--- src/scciu_pkg.sv ---
// package: constants and types for the system control instruction unit
package scciu_pkg;

    // ----------------------------------------------------------------
    // widths
    // ----------------------------------------------------------------
    localparam int PC_W   = 10;
    localparam int SP_W   = 8;
    localparam int DATA_W = 8;

    // ----------------------------------------------------------------
    // reset values and step sizes
    // ----------------------------------------------------------------
    localparam logic [PC_W-1:0] PC_RST      = 10'h000;
    localparam logic [SP_W-1:0] SP_RST      = 8'h00;
    localparam logic [SP_W-1:0] SP_STEP     = 8'h02;
    localparam logic [PC_W-1:0] PC_STEP     = 10'h001;
    localparam logic            GIE_RST     = 1'b0;
    localparam logic [1:0]      LONG_CYCLES = 2'h2;

    // ----------------------------------------------------------------
    // decoded operation codes
    // ----------------------------------------------------------------
    typedef enum logic [3:0] {
        OP_NOP     = 4'b0000,
        OP_CALL    = 4'b0001,
        OP_JUMP    = 4'b0010,
        OP_RET_IMM = 4'b0011,
        OP_RET     = 4'b0100,
        OP_RETI    = 4'b0101,
        OP_PCADD   = 4'b0110,
        OP_GIE_ON  = 4'b0111,
        OP_GIE_OFF = 4'b1000,
        OP_HALT_SYS= 4'b1001,
        OP_HALT_CPU= 4'b1010,
        OP_SW_RST  = 4'b1011,
        OP_WDT_CLR = 4'b1100
    } scciu_op_t;

    // ----------------------------------------------------------------
    // execution states
    // ----------------------------------------------------------------
    typedef enum logic [1:0] {
        ST_FETCH  = 2'b00,
        ST_SECOND = 2'b01,
        ST_HALT   = 2'b10
    } scciu_state_t;

    // instruction handed in from the fetch stage
    typedef struct packed {
        scciu_op_t           op;
        logic [PC_W-1:0]     target;
        logic [DATA_W-1:0]   imm;
    } scciu_instr_t;

    // stack memory port
    typedef struct packed {
        logic                we;
        logic [SP_W-1:0]     addr;
        logic [PC_W-1:0]     wdata;
    } scciu_stack_t;

endpackage : scciu_pkg

--- src/scciu_top.sv ---
// system control instruction unit: flow control, interrupt enable, halt, reset
// Functional notes
// - call stores pc+1 at [sp], jumps to target, sp grows by two.
// - jump loads pc with the full-range target address.
// - return with immediate loads the byte into accumulator, then returns.
// - return drops sp by two then loads pc from [sp].
// - interrupt return restores pc like return and sets global enable.
// - computed jump sets pc to pc plus accumulator.
// - enable instruction sets global interrupt enable.
// - disable instruction clears global interrupt enable.
// - full halt stops all clocks including oscillators.
// - processor halt gates system clock, oscillators keep running.
// - software reset resets whole chip like hardware reset.
// - watchdog restart clears the watchdog count.
// - no flag changes; nop only advances execution.
// - jump, call, computed jump, returns take two cycles; others one.
`timescale 1ns/100ps
module scciu_top (
    // clock and reset
    input  wire logic                          i_ref_clk,
    input  wire logic                          i_resetn,
    // instruction stream
    input  wire scciu_pkg::scciu_instr_t       i_instr,
    input  wire logic                          i_instr_valid,
    input  wire logic [scciu_pkg::DATA_W-1:0]  i_acc,
    // stack memory read data
    input  wire logic [scciu_pkg::PC_W-1:0]    i_stack_rdata,
    // wake-up request
    input  wire logic                          i_wake,
    // program flow outputs
    output logic [scciu_pkg::PC_W-1:0]         o_pc,
    output logic [scciu_pkg::SP_W-1:0]         o_sp,
    output scciu_pkg::scciu_stack_t            o_stack,
    output logic                               o_busy,
    // accumulator write
    output logic                               o_acc_we,
    output logic [scciu_pkg::DATA_W-1:0]       o_acc_wdata,
    // system control
    output logic                               o_gie,
    output logic                               o_sys_clk_en,
    output logic                               o_osc_en,
    output logic                               o_chip_rst,
    output logic                               o_wdt_clr,
    output logic                               o_flags_we
);

    // ----------------------------------------------------------------
    // state
    // ----------------------------------------------------------------
    scciu_pkg::scciu_state_t          state_r;
    scciu_pkg::scciu_op_t             op_r;
    logic                             halt_sys_r;
    logic [scciu_pkg::PC_W-1:0]       pc_r;
    logic [scciu_pkg::SP_W-1:0]       sp_r;
    logic                             take;
    logic                             is_long;
    logic                             is_ret;

    // the three return kinds share the second-cycle stack read
    function automatic logic is_return(input scciu_pkg::scciu_op_t op);
        is_return = (op == scciu_pkg::OP_RET) || (op == scciu_pkg::OP_RETI)
                    || (op == scciu_pkg::OP_RET_IMM);
    endfunction

    assign take    = (state_r == scciu_pkg::ST_FETCH) && i_instr_valid;
    assign is_ret  = is_return(i_instr.op);
    assign is_long = is_ret || (i_instr.op == scciu_pkg::OP_CALL)
                   || (i_instr.op == scciu_pkg::OP_JUMP) || (i_instr.op == scciu_pkg::OP_PCADD);

    function automatic logic [scciu_pkg::PC_W-1:0] pc_inc(input logic [scciu_pkg::PC_W-1:0] p);
        pc_inc = p + scciu_pkg::PC_STEP;
    endfunction

    // ----------------------------------------------------------------
    // sequencer
    // ----------------------------------------------------------------
    always_ff @(posedge i_ref_clk or negedge i_resetn) begin
        if (!i_resetn) begin
            state_r    <= scciu_pkg::ST_FETCH;
            op_r       <= scciu_pkg::OP_NOP;
            halt_sys_r <= 1'b0;
        end else begin
            case (state_r)
                scciu_pkg::ST_FETCH: begin
                    if (take) begin
                        op_r <= i_instr.op;
                        if (is_long) begin
                            state_r <= scciu_pkg::ST_SECOND;
                        end else if (i_instr.op == scciu_pkg::OP_HALT_SYS) begin
                            state_r    <= scciu_pkg::ST_HALT;
                            halt_sys_r <= 1'b1;
                        end else if (i_instr.op == scciu_pkg::OP_HALT_CPU) begin
                            state_r    <= scciu_pkg::ST_HALT;
                            halt_sys_r <= 1'b0;
                        end
                    end
                end
                scciu_pkg::ST_SECOND: state_r <= scciu_pkg::ST_FETCH;
                scciu_pkg::ST_HALT: begin
                    if (i_wake) begin
                        state_r    <= scciu_pkg::ST_FETCH;
                        halt_sys_r <= 1'b0;
                    end
                end
                default: state_r <= scciu_pkg::ST_FETCH;
            endcase
        end
    end

    // ----------------------------------------------------------------
    // program counter and stack pointer
    // ----------------------------------------------------------------
    always_ff @(posedge i_ref_clk or negedge i_resetn) begin
        if (!i_resetn) begin
            pc_r <= scciu_pkg::PC_RST;
            sp_r <= scciu_pkg::SP_RST;
        end else if (take) begin
            case (i_instr.op)
                scciu_pkg::OP_CALL: begin
                    pc_r <= i_instr.target;
                    sp_r <= sp_r + scciu_pkg::SP_STEP;
                end
                scciu_pkg::OP_JUMP:  pc_r <= i_instr.target;
                scciu_pkg::OP_PCADD: pc_r <= pc_r + {{(scciu_pkg::PC_W-scciu_pkg::DATA_W){1'b0}}, i_acc};
                scciu_pkg::OP_RET, scciu_pkg::OP_RETI, scciu_pkg::OP_RET_IMM:
                    sp_r <= sp_r - scciu_pkg::SP_STEP;
                default: pc_r <= pc_inc(pc_r);
            endcase
        end else if (state_r == scciu_pkg::ST_SECOND && is_return(op_r)) begin
            pc_r <= i_stack_rdata;
        end
    end

    // ----------------------------------------------------------------
    // stack port, accumulator write, pulses
    // ----------------------------------------------------------------
    always_ff @(posedge i_ref_clk or negedge i_resetn) begin
        if (!i_resetn) begin
            o_stack     <= '0;
            o_acc_we    <= 1'b0;
            o_acc_wdata <= '0;
            o_chip_rst  <= 1'b0;
            o_wdt_clr   <= 1'b0;
        end else begin
            o_stack.we   <= take && (i_instr.op == scciu_pkg::OP_CALL);
            o_stack.addr <= (take && is_ret) ? sp_r - scciu_pkg::SP_STEP : sp_r;
            o_stack.wdata<= pc_inc(pc_r);
            o_acc_we     <= take && (i_instr.op == scciu_pkg::OP_RET_IMM);
            o_acc_wdata  <= i_instr.imm;
            o_chip_rst   <= take && (i_instr.op == scciu_pkg::OP_SW_RST);
            o_wdt_clr    <= take && (i_instr.op == scciu_pkg::OP_WDT_CLR);
        end
    end

    // ----------------------------------------------------------------
    // global interrupt enable
    // ----------------------------------------------------------------
    always_ff @(posedge i_ref_clk or negedge i_resetn) begin
        if (!i_resetn) begin
            o_gie <= scciu_pkg::GIE_RST;
        end else if (take && i_instr.op == scciu_pkg::OP_GIE_ON) begin
            o_gie <= 1'b1;
        end else if (take && i_instr.op == scciu_pkg::OP_GIE_OFF) begin
            o_gie <= 1'b0;
        end else if (state_r == scciu_pkg::ST_SECOND && op_r == scciu_pkg::OP_RETI) begin
            o_gie <= 1'b1;
        end
    end

    // ----------------------------------------------------------------
    // registered outputs
    // ----------------------------------------------------------------
    always_ff @(posedge i_ref_clk or negedge i_resetn) begin
        if (!i_resetn) begin
            o_sys_clk_en <= 1'b1;
            o_osc_en     <= 1'b1;
            o_busy       <= 1'b0;
            o_flags_we   <= 1'b0;
        end else begin
            o_sys_clk_en <= !(take && (i_instr.op == scciu_pkg::OP_HALT_SYS
                              || i_instr.op == scciu_pkg::OP_HALT_CPU))
                            && !(state_r == scciu_pkg::ST_HALT && !i_wake);
            o_osc_en     <= !(take && i_instr.op == scciu_pkg::OP_HALT_SYS)
                            && !(halt_sys_r && state_r == scciu_pkg::ST_HALT && !i_wake);
            o_busy       <= take && is_long;
            o_flags_we   <= 1'b0;
        end
    end

    assign o_pc = pc_r;
    assign o_sp = sp_r;

    // ----------------------------------------------------------------
    // checks
    // ----------------------------------------------------------------
    property p_call_sp;
        @(posedge i_ref_clk) disable iff (!i_resetn)
        take && i_instr.op == scciu_pkg::OP_CALL |=> sp_r == $past(sp_r) + scciu_pkg::SP_STEP;
    endproperty
    a_call_sp: assert property (p_call_sp) else $error("call did not grow sp by two");

    property p_jump;
        @(posedge i_ref_clk) disable iff (!i_resetn)
        take && i_instr.op == scciu_pkg::OP_JUMP |=> pc_r == $past(i_instr.target);
    endproperty
    a_jump: assert property (p_jump) else $error("jump target not loaded");

    property p_retimm;
        @(posedge i_ref_clk) disable iff (!i_resetn)
        take && i_instr.op == scciu_pkg::OP_RET_IMM |=> o_acc_we && o_acc_wdata == $past(i_instr.imm);
    endproperty
    a_retimm: assert property (p_retimm) else $error("immediate not written");

    property p_ret;
        @(posedge i_ref_clk) disable iff (!i_resetn)
        take && i_instr.op == scciu_pkg::OP_RET |=> state_r == scciu_pkg::ST_SECOND
            ##1 pc_r == $past(i_stack_rdata);
    endproperty
    a_ret: assert property (p_ret) else $error("return pc wrong");

    property p_reti;
        @(posedge i_ref_clk) disable iff (!i_resetn)
        take && i_instr.op == scciu_pkg::OP_RETI |=> ##1 o_gie;
    endproperty
    a_reti: assert property (p_reti) else $error("gie not set after reti");

    property p_pcadd;
        @(posedge i_ref_clk) disable iff (!i_resetn)
        take && i_instr.op == scciu_pkg::OP_PCADD |=> pc_r == $past(pc_r) + $past(i_acc);
    endproperty
    a_pcadd: assert property (p_pcadd) else $error("computed jump wrong");

    property p_gie_off;
        @(posedge i_ref_clk) disable iff (!i_resetn)
        take && i_instr.op == scciu_pkg::OP_GIE_OFF |=> !o_gie;
    endproperty
    a_gie_off: assert property (p_gie_off) else $error("gie not cleared");

    property p_halt;
        @(posedge i_ref_clk) disable iff (!i_resetn)
        take && i_instr.op == scciu_pkg::OP_HALT_CPU |=> !o_sys_clk_en && o_osc_en;
    endproperty
    a_halt: assert property (p_halt) else $error("cpu halt clocks wrong");

    c_call: cover property (@(posedge i_ref_clk) take && i_instr.op == scciu_pkg::OP_CALL);
    c_reti: cover property (@(posedge i_ref_clk) take && i_instr.op == scciu_pkg::OP_RETI);
    c_wake: cover property (@(posedge i_ref_clk) state_r == scciu_pkg::ST_HALT && i_wake);

endmodule // scciu_top

--- config.mk ---
export PLATFORM = sky130hd
export DESIGN_NAME = scciu_top
export DESIGN_NICKNAME = d
export VERILOG_FILES = /design/src/scciu_pkg.sv /design/src/scciu_top.sv
export SDC_FILE = /design/constraint.sdc
export NUM_CORES = 1
export LEC_CHECK = 0
export BUFFER_PORTS_ARGS = -buffer_cell sky130_fd_sc_hd__clkbuf_2
export CORE_MARGIN = 3
export CORE_UTILIZATION = 30
export DETAILED_ROUTE_END_ITERATION = 16
export PLACE_DENSITY = 0.49
export SLEW_MARGIN = 20
export SYNTH_ARGS = -nofsm -noshare
export SYNTH_HDL_FRONTEND = slang
export SYNTH_SLANG_ARGS = --single-unit
--- constraint.sdc ---
create_clock -name i_ref_clk -period 3.1 [get_ports i_ref_clk]
set_clock_uncertainty 0.1 [all_clocks]
set_input_delay 0.62 -clock i_ref_clk [delete_from_list [all_inputs] [get_ports i_ref_clk]]
set_output_delay 0.62 -clock i_ref_clk [all_outputs]
set_load 0.01 [all_outputs]
# Word level (Yosys, flattened, before mapping)
# Index checks and enable logic that the tools add are counted.
[word_totals] reg_bits=59 latch_bits=0 ram_bits=0 rom_bits=0 out_inout_bits=53 n_memories=0
[classes] addsub=4 multipliers=0 div=0 magnitude_cmp=0 eq_ne=23 shift=0 muxes=20 bitwise_logic=0 n_reduce_logical=43
[ops] cell="10-bit one-hot mux with 3 select lines" n=1
[ops] cell="4-bit by 3-bit == test with 1-bit output, second input constant" n=6
[ops] cell="4-bit == test, second input constant" n=5
[ops] cell="10-bit 2-to-1 mux" n=2
[ops] cell="1-bit logical AND" n=18
[ops] cell="8-bit one-hot mux with 2 select lines" n=1
[ops] cell="4-bit by 2-bit == test with 1-bit output, second input constant" n=3
[ops] cell="10-bit by 1-bit adder with 10-bit output, second input constant" n=1
[ops] cell="10-bit by 8-bit adder with 10-bit output" n=1
[ops] cell="2-bit 2-to-1 mux" n=5
[ops] cell="8-bit by 2-bit adder with 8-bit output, second input constant" n=1
[ops] cell="1-bit logical OR" n=8
[ops] cell="1-bit 2-to-1 mux" n=8
[ops] cell="8-bit 2-to-1 mux" n=1
[ops] cell="2-bit inequality test, second input constant" n=4
[ops] cell="8-bit by 2-bit subtractor with 8-bit output, second input constant" n=1
[ops] cell="2-bit AND reduction" n=3
[ops] cell="2-bit nonzero test" n=3
[ops] cell="1-bit zero test" n=5
[ops] cell="5-bit AND reduction" n=1
[ops] cell="4-bit by 1-bit == test with 1-bit output, second input constant" n=1
[ops] cell="4-bit by 2-bit inequality test with 1-bit output, second input constant" n=1
[ops] cell="2-bit one-hot mux with 2 select lines" n=1
[ops] cell="3-bit by 1-bit inequality test with 1-bit output, second input constant" n=1
[ops] cell="other kinds (8)" n=8

# Logic depth before layout (Yosys ltp)
# Gate-level depths: netlist of the first run.
[logic_depth] depth_word=9 depth_mapped=9 ltp_nobuf=9

# Worst setup path after synthesis of the first run
# No wires, ideal clock.
[synth_timing] kind="input to register" start="input i_acc[0] (netlist name)" end="register pc_r, in the netlist o_pc[8]" setup_ns=0.129 arrival_time_ns=2.061 required_time_ns=2.871 setup_slack_ns=0.811 cell_stages=9 path_cell_list="ha_1 > inv_1 > fa_1 > nand2b_1 > a21oi_1 > a311oi_1 > mux2i_1 > o21ai_0 > a21oi_1"
[synth_between] elab_chain_cells=3
[synth_lines] item="from (decl)" line="scciu_top.sv:25" source="input wire logic [scciu_pkg::DATA_W-1:0] i_acc,"
[synth_lines] item="10-bit by 8-bit adder with 10-bit output" line="scciu_top.sv:124" source="scciu_pkg::OP_PCADD: pc_r <= pc_r + {{(scciu_pkg::PC_W-scciu_pkg::DATA_W){1'b0}}, i_acc};"
[synth_lines] item="10-bit one-hot mux with 3 select lines" line="scciu_top.sv:118" source="case (i_instr.op)"
[synth_lines] item="10-bit 2-to-1 mux" line="scciu_top.sv:117" source="end else if (take) begin"
[synth_lines] item="to (signal assigned)" line="scciu_top.sv:120" source="pc_r <= i_instr.target;"
[synth_lines] item="to (signal assigned)" line="scciu_top.sv:123" source="scciu_pkg::OP_JUMP: pc_r <= i_instr.target;"
[synth_lines] item="to (signal assigned)" line="scciu_top.sv:124"
[synth_lines] item="to (decl)" line="scciu_top.sv:53" source="logic [scciu_pkg::PC_W-1:0] pc_r;"
# Every way passes these cells.
# A chain may end at the register's enable or synchronous reset.

# Worst setup path in the final report of the first run
[layout_timing] start="register pc_r, in the netlist o_pc[0]" end="register pc_r, in the netlist o_pc[8]"
[layout_between] elab_chain_cells=3
[layout_lines] item="from (signal assigned)" line="scciu_top.sv:115" source="pc_r <= scciu_pkg::PC_RST;"
[layout_lines] item="from (signal assigned)" line="scciu_top.sv:120"
[layout_lines] item="from (signal assigned)" line="scciu_top.sv:123"
[layout_lines] item="10-bit by 1-bit adder with 10-bit output / 10-bit by 8-bit adder with 10-bit output (equally long branches)" line="scciu_top.sv:71, scciu_top.sv:124"
[layout_lines] item="10-bit one-hot mux with 3 select lines (*)" line="scciu_top.sv:118"
[layout_lines] item="10-bit 2-to-1 mux (*)" line="scciu_top.sv:117"
# Mark *: on every way between the ends. The rest lies on a longest branch, timed or not.

==> qor.yml, run 1 <==
status:
  status: "finished, final reports clean"
global_routing:
  track_usage_pct: 14.9
  grt_pass1_wl_mm: 13.4
  antenna_found_initial: 0
  grt_overflow: 0
  grt_max_degree: 58
  grt_pass1_vias: 2641
cts:
  cts_hold_buffers: 0
  clockBufferDepth: 2
  worstSkewPairLatency_ns: 0.33
  cts_setup_buffers: 0
  clkTransAtPathRegs_ns: 0.08
  cts-resized-gates: 0
  cts_tree: "built"
  root_buffer: "clkbuf_8"
  cts_sinks: 57
  h-tree-depth: 3
  cts_buffers: 9
floorplanning:
  coreArea_um2: 9820
  start_util_pct: 30.9
  ios: 97
  rows: 36
  die_h_um: 107
  die_area_um2: 11400
  fp.dieW_um: 107
final_layout:
  nets: 460
  areaGrowthSynthToFinish_pct: 26.7
  finalCoreUtilization_pct: 39.2
  multiInputGateArea_um2: 1490
  diodes: 0
  drive_gt1_share_pct: 30.1
  fillers: 1031
  regArea_um2: 1430
critical_path:
  slowest_stage: "dfrtp_1"
  r2r_setup_slack_ns: 0.67
  start_kind: "flip-flop"
  crit_chain: "ha_1, inv_1, fa_1, nand2b_1, a21oi_1, a311oi_1, mux2i_1, o21ai_0, a21oi_1"
  cp_data_arrival_time_ns: 2.54
  crit_path_max_incr_delay_ns: 0.50
  crit_top_cell: "a21oi_1"
  end_kind: "flip-flop"
  crit_family: "compound AO/OA/AOI/OAI gates"
  critical_path_class: "flip-flop to flip-flop"
  cp.required_ns: 3.21
  crit_path_max_fanout: 8
  path_buf_inv: 1
detailed_routing:
  dr_total_vias: 2687
  wl_per_cell_um: 15.4
  drt_iter0_drc: 93
  remaining_drc_errors: 0
  antenna_left: 0
  first_pass_iters: 4
  finalWirelength_mm: 8.37
  viasPerCell: 4.96
sta:
  setup_tns_ns: 0
  tightestPinTransition_ns: 0.728
  timing.final.crit_share_pct: 78.4
  finalSetupViolations: 0
  rsz0062_at_grt: "false"
  period_minus_slack_ns: 2.43
  fmax_mhz: 412
  slew_violations: 0
  max_slew_margin_pct: 51.5
  hold_viol: 0
logic_synthesis:
  yosysTopAreaCell: "dfrtp_1"
  post_synth_main_area_contributors: "dfrtp_1, ha_1, a21oi_1"
  synth_common_cells: "dfrtp_1, nand2_1, a21oi_1"
  synth_xor_area_share_pct: 6.63
  synth-adder-area-share_pct: 5.19
  synth_compound_gate_area_share_pct: 17.4
  syn-cell-area_um2: 3040
  synth_seq_cells: 57
  synth_seq_area_share_pct: 47.0
  synthSimpleGateAreaFrac_pct: 18.3
  ys_warn_count: 0
  ys.flop_type: "dfrtp_1"
  yosysMostFrequentCell: "dfrtp_1"
  syn_area_per_cell_um2: 9.86
  synth.distinct_cells: 56
  synth_top_cell_area_share_pct: 45.3
  synth_top_family_by_area: "simple AND/OR/NAND/NOR gates"
  synth_cells: 308
  synthMuxAreaShare_pct: 1.03
  synth-edff-count: 0
  synthArstFlopShare_pct: 100
flow_run:
  max_cap_viol_count: 0
min_path:
  hold_class: "primary input to flip-flop"
pwr:
  leakagePower_nw: 1.85
  peakVddDrop_v: 0.000235
  p_per_area_nw_per_um2: 766
  total_power_mw: 2.95
placed_design:
  hpwl_mm: 6.23
  gp_congestion: 0.799
  portBuffers: 93
## area by class of cell
cell class / instances / share of cell area (%)
timing repair buffer: 99 / 13.3
clock inverter: 7 / 2.47
multi-input combinational: 227 / 38.6
sequential: 57 / 37.1
inverter: 10 / 0.975
clock buffer: 9 / 3.22
tap: 133 / 4.32
## logic make-up (layout without fill, tap and decap cells)
logic type,count (synthesis),count (layout)
fa+ha+maj,12,12
buf+inv,26,125
other cells,1,3
xor+xnor,23,23
mux,3,3
flops,57,57
simple gates,107,107
compound gates,79,79
## path summary, 6_finish.rpt
check,from,end,cells after the start
min reg2reg,halt_sys_r,o_osc_en,1
min in group asynchronous,i_resetn,o_acc_wdata[2],2
max,o_pc[0],o_pc[8],9
max in group asynchronous,i_resetn,o_stack[16],2
max reg2reg,o_pc[0],o_pc[8],9
min,i_instr[5],o_acc_wdata[5],1
## cell usage in the layout, fill, tap and decap left out, types with 2 or more instances in the layout
cell	instances
nor3_1	5
dfstp_2	2
a311oi_1	2
a22oi_1	2
nor2b_1	2
xor2_1	9
a21o_1	6
clkinv_2	2
nand2_1	32
clkinv_4	2
a21oi_1	25
buf_4	6
bufinv_16	2
a211oi_1	2
nor2_1	23
or3_1	2
a221oi_1	4
nor4_1	3
conb_1	3
o211ai_1	2
nor3b_1	3
clkbuf_2	93
nand3_1	7
ha_1	11
nand3b_1	3
a221oi_2	2
and2_1	3
nand2b_1	11
mux2i_1	2
nand4_1	5
and3_1	3
a221o_1	2
clkbuf_8	9
xnor2_1	14
a22o_1	2
inv_1	10
o21ai_1	5
o21ai_0	12
a32oi_1	3
dfrtp_1	55
## through the flow
stage,std cells,hold slack (ns),instance area (um^2),setup slack [ns]
detailed placement,526,0.304,3630,0.523
global route,542,0.266,3850,0.387
finish,542,0.285,3850,0.671
floorplan,310,0.224,3050,0.811
CTS,542,0.274,3850,0.637
global placement,526,0.308,3630,0.563
## metal layers
metal	GRT usage [%]	vias up	share of wire, %
met5	0	-	0
met4	6.85	0	2.5
met3	2.65	19	5.8
met2	22.1	95	44
met1	21.2	1289	48
li1	-	1284	-
## flip-flops by register name (all words and copies together) (netlist names), 2 cells and up
name,cells
o_stack,18
op_r,4
o_sp,7
o_pc,10
state_r,2
o_acc_wdata,8
## where the power goes
group | total, mW | switching [mW] | internal, mW
registers | 1.17 | 0.230 | 0.935
clock network | 0.763 | 0.311 | 0.452
logic | 1.02 | 0.568 | 0.452
No activity file was read; power rests on OpenSTA's default activity.
==> inputs of run 2 (changes only) <==
ABC_AREA = 1   (was not set)
PLACE_DENSITY = 0.5   (was 0.49)
clock period = 1.94 ns   (was 3.1 ns; I/O delays follow)
==> qor.yml, run 2 <==
logic_synthesis:
  yosysMostFrequentCell: "nand2_1"  # was dfrtp_1
  synth_seq_area_share_pct: 43.4  # was 47.0%
  syn_area_per_cell_um2: 7.97  # was 9.86 um^2
  post_synth_main_area_contributors: "dfrtp_1, nand2_1, ha_1"  # was dfrtp_1, ha_1, a21oi_1
  synth-edff-count: 0  # unchanged
  syn-cell-area_um2: 3290  # was 3040 um^2
  ys.flop_type: "dfrtp_1"  # unchanged
  synthArstFlopShare_pct: 100  # unchanged
  synth_top_cell_area_share_pct: 41.8  # was 45.3%
  ys_warn_count: 0  # unchanged
  yosysTopAreaCell: "dfrtp_1"  # unchanged
  synth.distinct_cells: 47  # was 56
  synth_cells: 413  # was 308
  synth_seq_cells: 57  # unchanged
  synth_common_cells: "nand2_1, dfrtp_1, inv_1, nor2_1, nand3_1"  # was dfrtp_1, nand2_1, a21oi_1
cts:
  cts_sinks: 57  # unchanged
  cts_buffers: 9  # unchanged
  root_buffer: "clkbuf_8"  # unchanged
  h-tree-depth: 3  # unchanged
  clkTransAtPathRegs_ns: 0.07  # was 0.08 ns
  worstSkewPairLatency_ns: 0.33  # about the same
  clockBufferDepth: 2  # unchanged
  cts_tree: "built"  # unchanged
final_layout:
  finalNonFillerCells: 668  # was 542
  final_common_cell: "nand2_1"  # was clkbuf_2
  diodes: 0  # unchanged
  drive_gt1_share_pct: 32.1  # was 30.1%
  regArea_um2: 1430  # about the same
  areaGrowthSynthToFinish_pct: 27.8  # was 26.7%
  multiInputGateArea_um2: 1630  # was 1490 um^2
  largest_reg_flops: 18  # unchanged
  nets: 583  # was 460
  regMostFlops: "o_stack"  # unchanged
  final_cell_mix: "nand2_1, clkbuf_2, dfrtp_1, inv_1, nor2_1"  # was clkbuf_2, dfrtp_1, nand2_1, a21oi_1, nor2_1
  fillers: 1112  # was 1031
placed_design:
  hpwl_mm: 6.61  # was 6.23 mm
  pre_cts_ws_ns: -0.0212  # was 0.523 ns
  portBuffers: 93  # unchanged
  gp_congestion: 0.820  # was 0.799
  dpl.cell_count: 649  # was 526
critical_path:
  end_kind: "flip-flop"  # unchanged
  r2r_cells: 9  # unchanged
  cp.required_ns: 2.07  # was 3.21 ns
  start_kind: "flip-flop"  # unchanged
  crit_path_max_fanout: 5  # was 8
  cp_data_arrival_time_ns: 1.95  # was 2.54 ns
  critical_path_class: "flip-flop to flip-flop"  # unchanged
detailed_routing:
  finalWirelength_mm: 8.67  # was 8.37 mm
  viasPerCell: 4.49  # was 4.96
  dr_total_vias: 2996  # was 2687
  drt_iter0_drc: 70  # was 93
  wl_per_cell_um: 13.0  # was 15.4 um
  antenna_left: 0  # unchanged
  remaining_drc_errors: 0  # unchanged
  first_pass_iters: 4  # unchanged
min_path:
  hold_class: "primary input to flip-flop"  # unchanged
  hold-path-cell-count: 1  # unchanged
pwr:
  p_switching_mw: 1.89  # was 1.11 mW
  comb_power_share_pct: 41.3  # was 34.6%
  peakVddDrop_v: 0.000491  # was 0.000235 V
  clkPwrFrac_pct: 21.8  # was 25.9%
  seqPwrFrac_pct: 37.0  # was 39.5%
  switching_share_pct: 40.0  # was 37.6%
  internal_power_mw: 2.84  # was 1.84 mW
  leakagePower_nw: 2.20  # was 1.85 nW
  p_per_area_nw_per_um2: 1130  # was 766 nW/um^2
global_routing:
  track_usage_pct: 14.3  # was 14.9%
  grt_overflow: 0  # unchanged
  grt_pass1_wl_mm: 14.3  # was 13.4 mm
  grt_max_degree: 58  # unchanged
  antenna_found_initial: 0  # unchanged
  grt_pass1_vias: 2937  # was 2641
floorplanning:
  fp.dieW_um: 111  # was 107 um
  start_util_pct: 31.3  # was 30.9%
  ios: 97  # unchanged
  coreArea_um2: 10500  # was 9820 um^2
  die_h_um: 111  # was 107 um
  die_area_um2: 12300  # was 11400 um^2
  rows: 37  # was 36
flow_run:
  max_cap_viol_count: 0  # unchanged
sta:
  rsz0062_at_grt: "true"  # was false
  hold_viol: 0  # unchanged
  timing.final.crit_share_pct: 93.8  # was 78.4%
  period_minus_slack_ns: 1.82  # was 2.43 ns
  hold_ws_ns: 0.0575  # was 0.285 ns
  fmax_mhz: 549  # was 412 MHz
  fin_ws_ns: 0.120  # was 0.671 ns
  slew_violations: 0  # unchanged
  finalSetupViolations: 0  # unchanged
status:
  status: "finished, final reports clean"  # unchanged
## run 2: worst paths after layout
kind / from / end / slack [ns]
setup / recovery: o_pc[4] / o_pc[6] / 0.12
max in group asynchronous: i_resetn / o_osc_en / 0.92
hold / removal: i_instr[0] / o_acc_wdata[0] / 0.06
hold reg to reg: halt_sys_r / o_osc_en / 0.34
min in group asynchronous: i_resetn / o_stack[14] / 0.47
setup reg to reg: o_pc[4] / o_pc[6] / 0.12
## run 2: final cells by class
class	instances	area share [%]
clock inverters	3	0.416
well taps	136	4.04
clock buffers	13	3.78
flip-flops and latches	57	34.0
repair buffers	112	14.8
multi-input cells	302	38.7
inverters	45	4.25
## run 2: power by group through the flow
stage / Sequential (mW) / Clock (mW) / Combinational [mW]
after CTS: 1.75 / 1.07 / 1.94
after detailed placement: 1.77 / 0 / 1.93
final: 1.75 / 1.03 / 1.95
after global routing: 1.80 / 1.13 / 2.22
after global placement: 1.76 / 0 / 1.92
after floorplan: 1.88 / 0 / 1.11
## run 2: timing repair
| action | in CTS | in global routing |
|---|---|---|
| hold buffers | 1 | 0 |
| setup buffers | 0 | 2 |
| hold endpoints to repair | 55 | 0 |
| setup endpoints to repair | 0 | 7 |
| resized for setup | 0 | 9 |
## run 2: through the flow
| step | utilization, % | TNS [ns] | total power [mW] | instance area, um^2 |
|---|---|---|---|---|
| 3_3_place_gp | 37.9 | 0 | 3.68 | 3980 |
| 5_1_grt | 40.1 | -0.0197 | 5.15 | 4210 |
| 4_1_cts | 39.7 | 0 | 4.76 | 4170 |
| 6_report | 40.1 | 0 | 4.74 | 4210 |
| 3_5_place_dp | 37.9 | -0.0212 | 3.70 | 3980 |
| 2_1_floorplan | - | 0 | 2.98 | 3300 |
## run 2: worst max-delay path, stage by stage (launching register included)
cell     delay [ns]
dfrtp_1        0.44
ha_1           0.39
nand2_1        0.10
or2_2          0.32
nand3_1        0.08
nand2_1        0.05
nand3_1        0.08
nand2_1        0.05
nand2_1        0.05
nand2_1        0.04
## run 2: cells by family after synthesis
logic type / after synthesis / share of synthesized area [%]
other: 1 / 0.114
adders and majority gates: 12 / 4.79
and+or+nand+nor: 215 / 29.9
DFF: 57 / 43.4
buffers and inverters: 56 / 8.05
AOI/OAI and AO/OA: 57 / 9.80
xor gates and xnor gates: 15 / 3.99
## run 2: routing by layer
metal	GRT usage, %	up-vias	share of wire [%]
li1	-	1542	-
met1	21.0	1359	50
met2	21.1	84	44
met3	2.78	11	4.5
met4	4.76	0	1.5
met5	0	-	0
==> inputs of run 3 (changes only) <==
CORE_ASPECT_RATIO = 1.2   (was not set)
==> qor.yml, run 3 (synthesized netlist as in run 2, its figures left out) <==
status:
  status: "finished, final reports clean"  # unchanged
pwr:
  p_per_area_nw_per_um2: 1260  # was 1130 nW/um^2
  p_switching_mw: 1.98  # was 1.89 mW
  peakVddDrop_v: 0.000384  # was 0.000491 V
  seqPwrFrac_pct: 32.0  # was 37.0%
  switching_share_pct: 36.0  # was 40.0%
  internal_power_mw: 3.52  # was 2.84 mW
  total_power_mw: 5.50  # was 4.74 mW
  leakagePower_nw: 2.27  # was 2.20 nW
  comb_power_share_pct: 36.2  # was 41.3%
  clkPwrFrac_pct: 31.8  # was 21.8%
sta:
  finalSetupViolations: 0  # unchanged
  rsz0062_at_grt: "false"  # was true
  period_minus_slack_ns: 1.81  # was 1.82 ns
  timing.final.crit_share_pct: 93.3  # was 93.8%
  hold_viol: 0  # unchanged
  fmax_mhz: 553  # was 549 MHz
  slew_violations: 0  # unchanged
  fin_ws_ns: 0.130  # was 0.120 ns
critical_path:
  crit_path_max_fanout: 4  # was 5
  cp_data_arrival_time_ns: 1.92  # was 1.95 ns
  cp.required_ns: 2.05  # was 2.07 ns
  start_kind: "flip-flop"  # unchanged
  critical_path_class: "flip-flop to flip-flop"  # unchanged
  end_kind: "flip-flop"  # unchanged
cts:
  cts_buffers: 9  # unchanged
  cts_tree: "built"  # unchanged
  cts_sinks: 57  # unchanged
  clockBufferDepth: 2  # unchanged
  h-tree-depth: 3  # unchanged
  clkTransAtPathRegs_ns: 0.05  # was 0.07 ns
  root_buffer: "clkbuf_16"  # was clkbuf_8
  worstSkewPairLatency_ns: 0.33  # about the same
floorplanning:
  coreArea_um2: 10600  # was 10500 um^2
  ios: 97  # unchanged
  die_area_um2: 12300  # about the same
  start_util_pct: 31.0  # was 31.3%
  rows: 41  # was 37
  die_h_um: 121  # was 111 um
  fp.dieW_um: 102  # was 111 um
global_routing:
  antenna_found_initial: 0  # unchanged
  track_usage_pct: 15.9  # was 14.3%
  grt_overflow: 0  # unchanged
  grt_pass1_wl_mm: 15.1  # was 14.3 mm
  grt_max_degree: 58  # unchanged
  grt_pass1_vias: 3174  # was 2937
detailed_routing:
  drt_iter0_drc: 109  # was 70
  finalWirelength_mm: 8.99  # was 8.67 mm
  antenna_left: 0  # unchanged
  dr_total_vias: 3064  # was 2996
  first_pass_iters: 4  # unchanged
  viasPerCell: 4.64  # was 4.49
  wl_per_cell_um: 13.6  # was 13.0 um
  remaining_drc_errors: 0  # unchanged
placed_design:
  gp_congestion: 0.780  # was 0.820
  pre_cts_ws_ns: -0.00828  # was -0.0212 ns
  dpl.cell_count: 641  # was 649
  hpwl_mm: 6.73  # was 6.61 mm
  portBuffers: 93  # unchanged
final_layout:
  finalNonFillerCells: 660  # was 668
  diodes: 0  # unchanged
  final_common_cell: "nand2_1"  # unchanged
  areaGrowthSynthToFinish_pct: 32.8  # was 27.8%
  largest_reg_flops: 18  # unchanged
  final_cell_mix: "nand2_1, clkbuf_2, dfrtp_1, inv_1, nor2_1"  # unchanged
  regMostFlops: "o_stack"  # unchanged
  drive_gt1_share_pct: 32.8  # was 32.1%
  nets: 582  # was 583
flow_run:
  max_cap_viol_count: 0  # unchanged
min_path:
  hold_class: "primary input to flip-flop"  # unchanged
run 3: cell types whose count changed in the layout (fill, tap and decap cells not counted), sizes merged:
cell	change
buf	-1
bufinv	+2
clkbuf	-1
clkinv	-2
clkinvlp	+1
run 3: final timing paths:
| check | from | to | slack, ns | depth (start not counted) |
|---|---|---|---|---|
| worst max register to register | o_pc[0] | o_pc[2] | 0.13 | 10 |
| worst min-delay path | i_instr[6] | o_acc_wdata[6] | 0.06 | 1 |
| worst max-delay path | o_pc[0] | o_pc[2] | 0.13 | 10 |
| worst min register to register | halt_sys_r | o_osc_en | 0.35 | 1 |
| max in group asynchronous | i_resetn | o_sys_clk_en | 0.94 | 3 |
| min in group asynchronous | i_resetn | o_stack[8] | 0.50 | 3 |
run 3: area by class of cell:
| cell class | instances | area, um^2 |
|---|---|---|
| sequential | 57 | 1430 |
| clock buffer | 12 | 256 |
| tap | 129 | 161 |
| multi-input combinational | 302 | 1640 |
| clock inverter | 4 | 75.1 |
| inverter | 45 | 179 |
| fill | 1088 | 6250 |
| timing repair buffer | 111 | 628 |
run 3: power groups by stage:
| stage | combinational, mW | sequential [mW] | clock (mW) |
|---|---|---|---|
| 2_1_floorplan | 1.11 | 1.88 | 0 |
| 3_3_place_gp | 1.92 | 1.77 | 0 |
| 3_5_place_dp | 1.96 | 1.77 | 0 |
| 4_1_cts | 1.97 | 1.76 | 1.80 |
| 5_1_grt | 2.25 | 1.81 | 1.85 |
| 6_report | 1.99 | 1.76 | 1.75 |
run 3: metrics by stage:
stage / utilization [%] / hold WS, ns / TNS (ns) / area, um^2
2_1_floorplan: - / -0.00759 / 0 / 3300
3_3_place_gp: 37.5 / 0.327 / -0.000380 / 3980
3_5_place_dp: 37.5 / 0.328 / -0.00828 / 3980
4_1_cts: 40.7 / 0.0502 / 0 / 4320
5_1_grt: 41.2 / 0.0448 / 0 / 4370
6_report: 41.2 / 0.0648 / 0 / 4370
run 3: worst max-delay path: stages (launching register included):
cell	delay [ns]
dfrtp_1	0.40
ha_2	0.20
inv_1	0.05
fa_2	0.33
inv_2	0.08
buf_4	0.11
a21oi_1	0.06
o21ai_0	0.08
nand3_1	0.10
nor2_1	0.12
o21ai_2	0.06
run 3: layer usage:
| layer | part of all wire [%] | vias to the layer above | GRT usage, % |
|---|---|---|---|
| li1 | - | 1547 | - |
| met4 | 2.1 | 0 | 7.23 |
| met5 | 0 | - | 0 |
| met1 | 43 | 1418 | 19.6 |
| met2 | 49 | 84 | 25.9 |
| met3 | 5.1 | 15 | 3.98 |
run 3: repair_timing:
item,4_1_cts,5_1_grt
buffers inserted,0,2
endpoints found under the hold margin,55,0
gates resized for setup,0,11
endpoints found under the setup margin,0,6
hold buffers,1,0
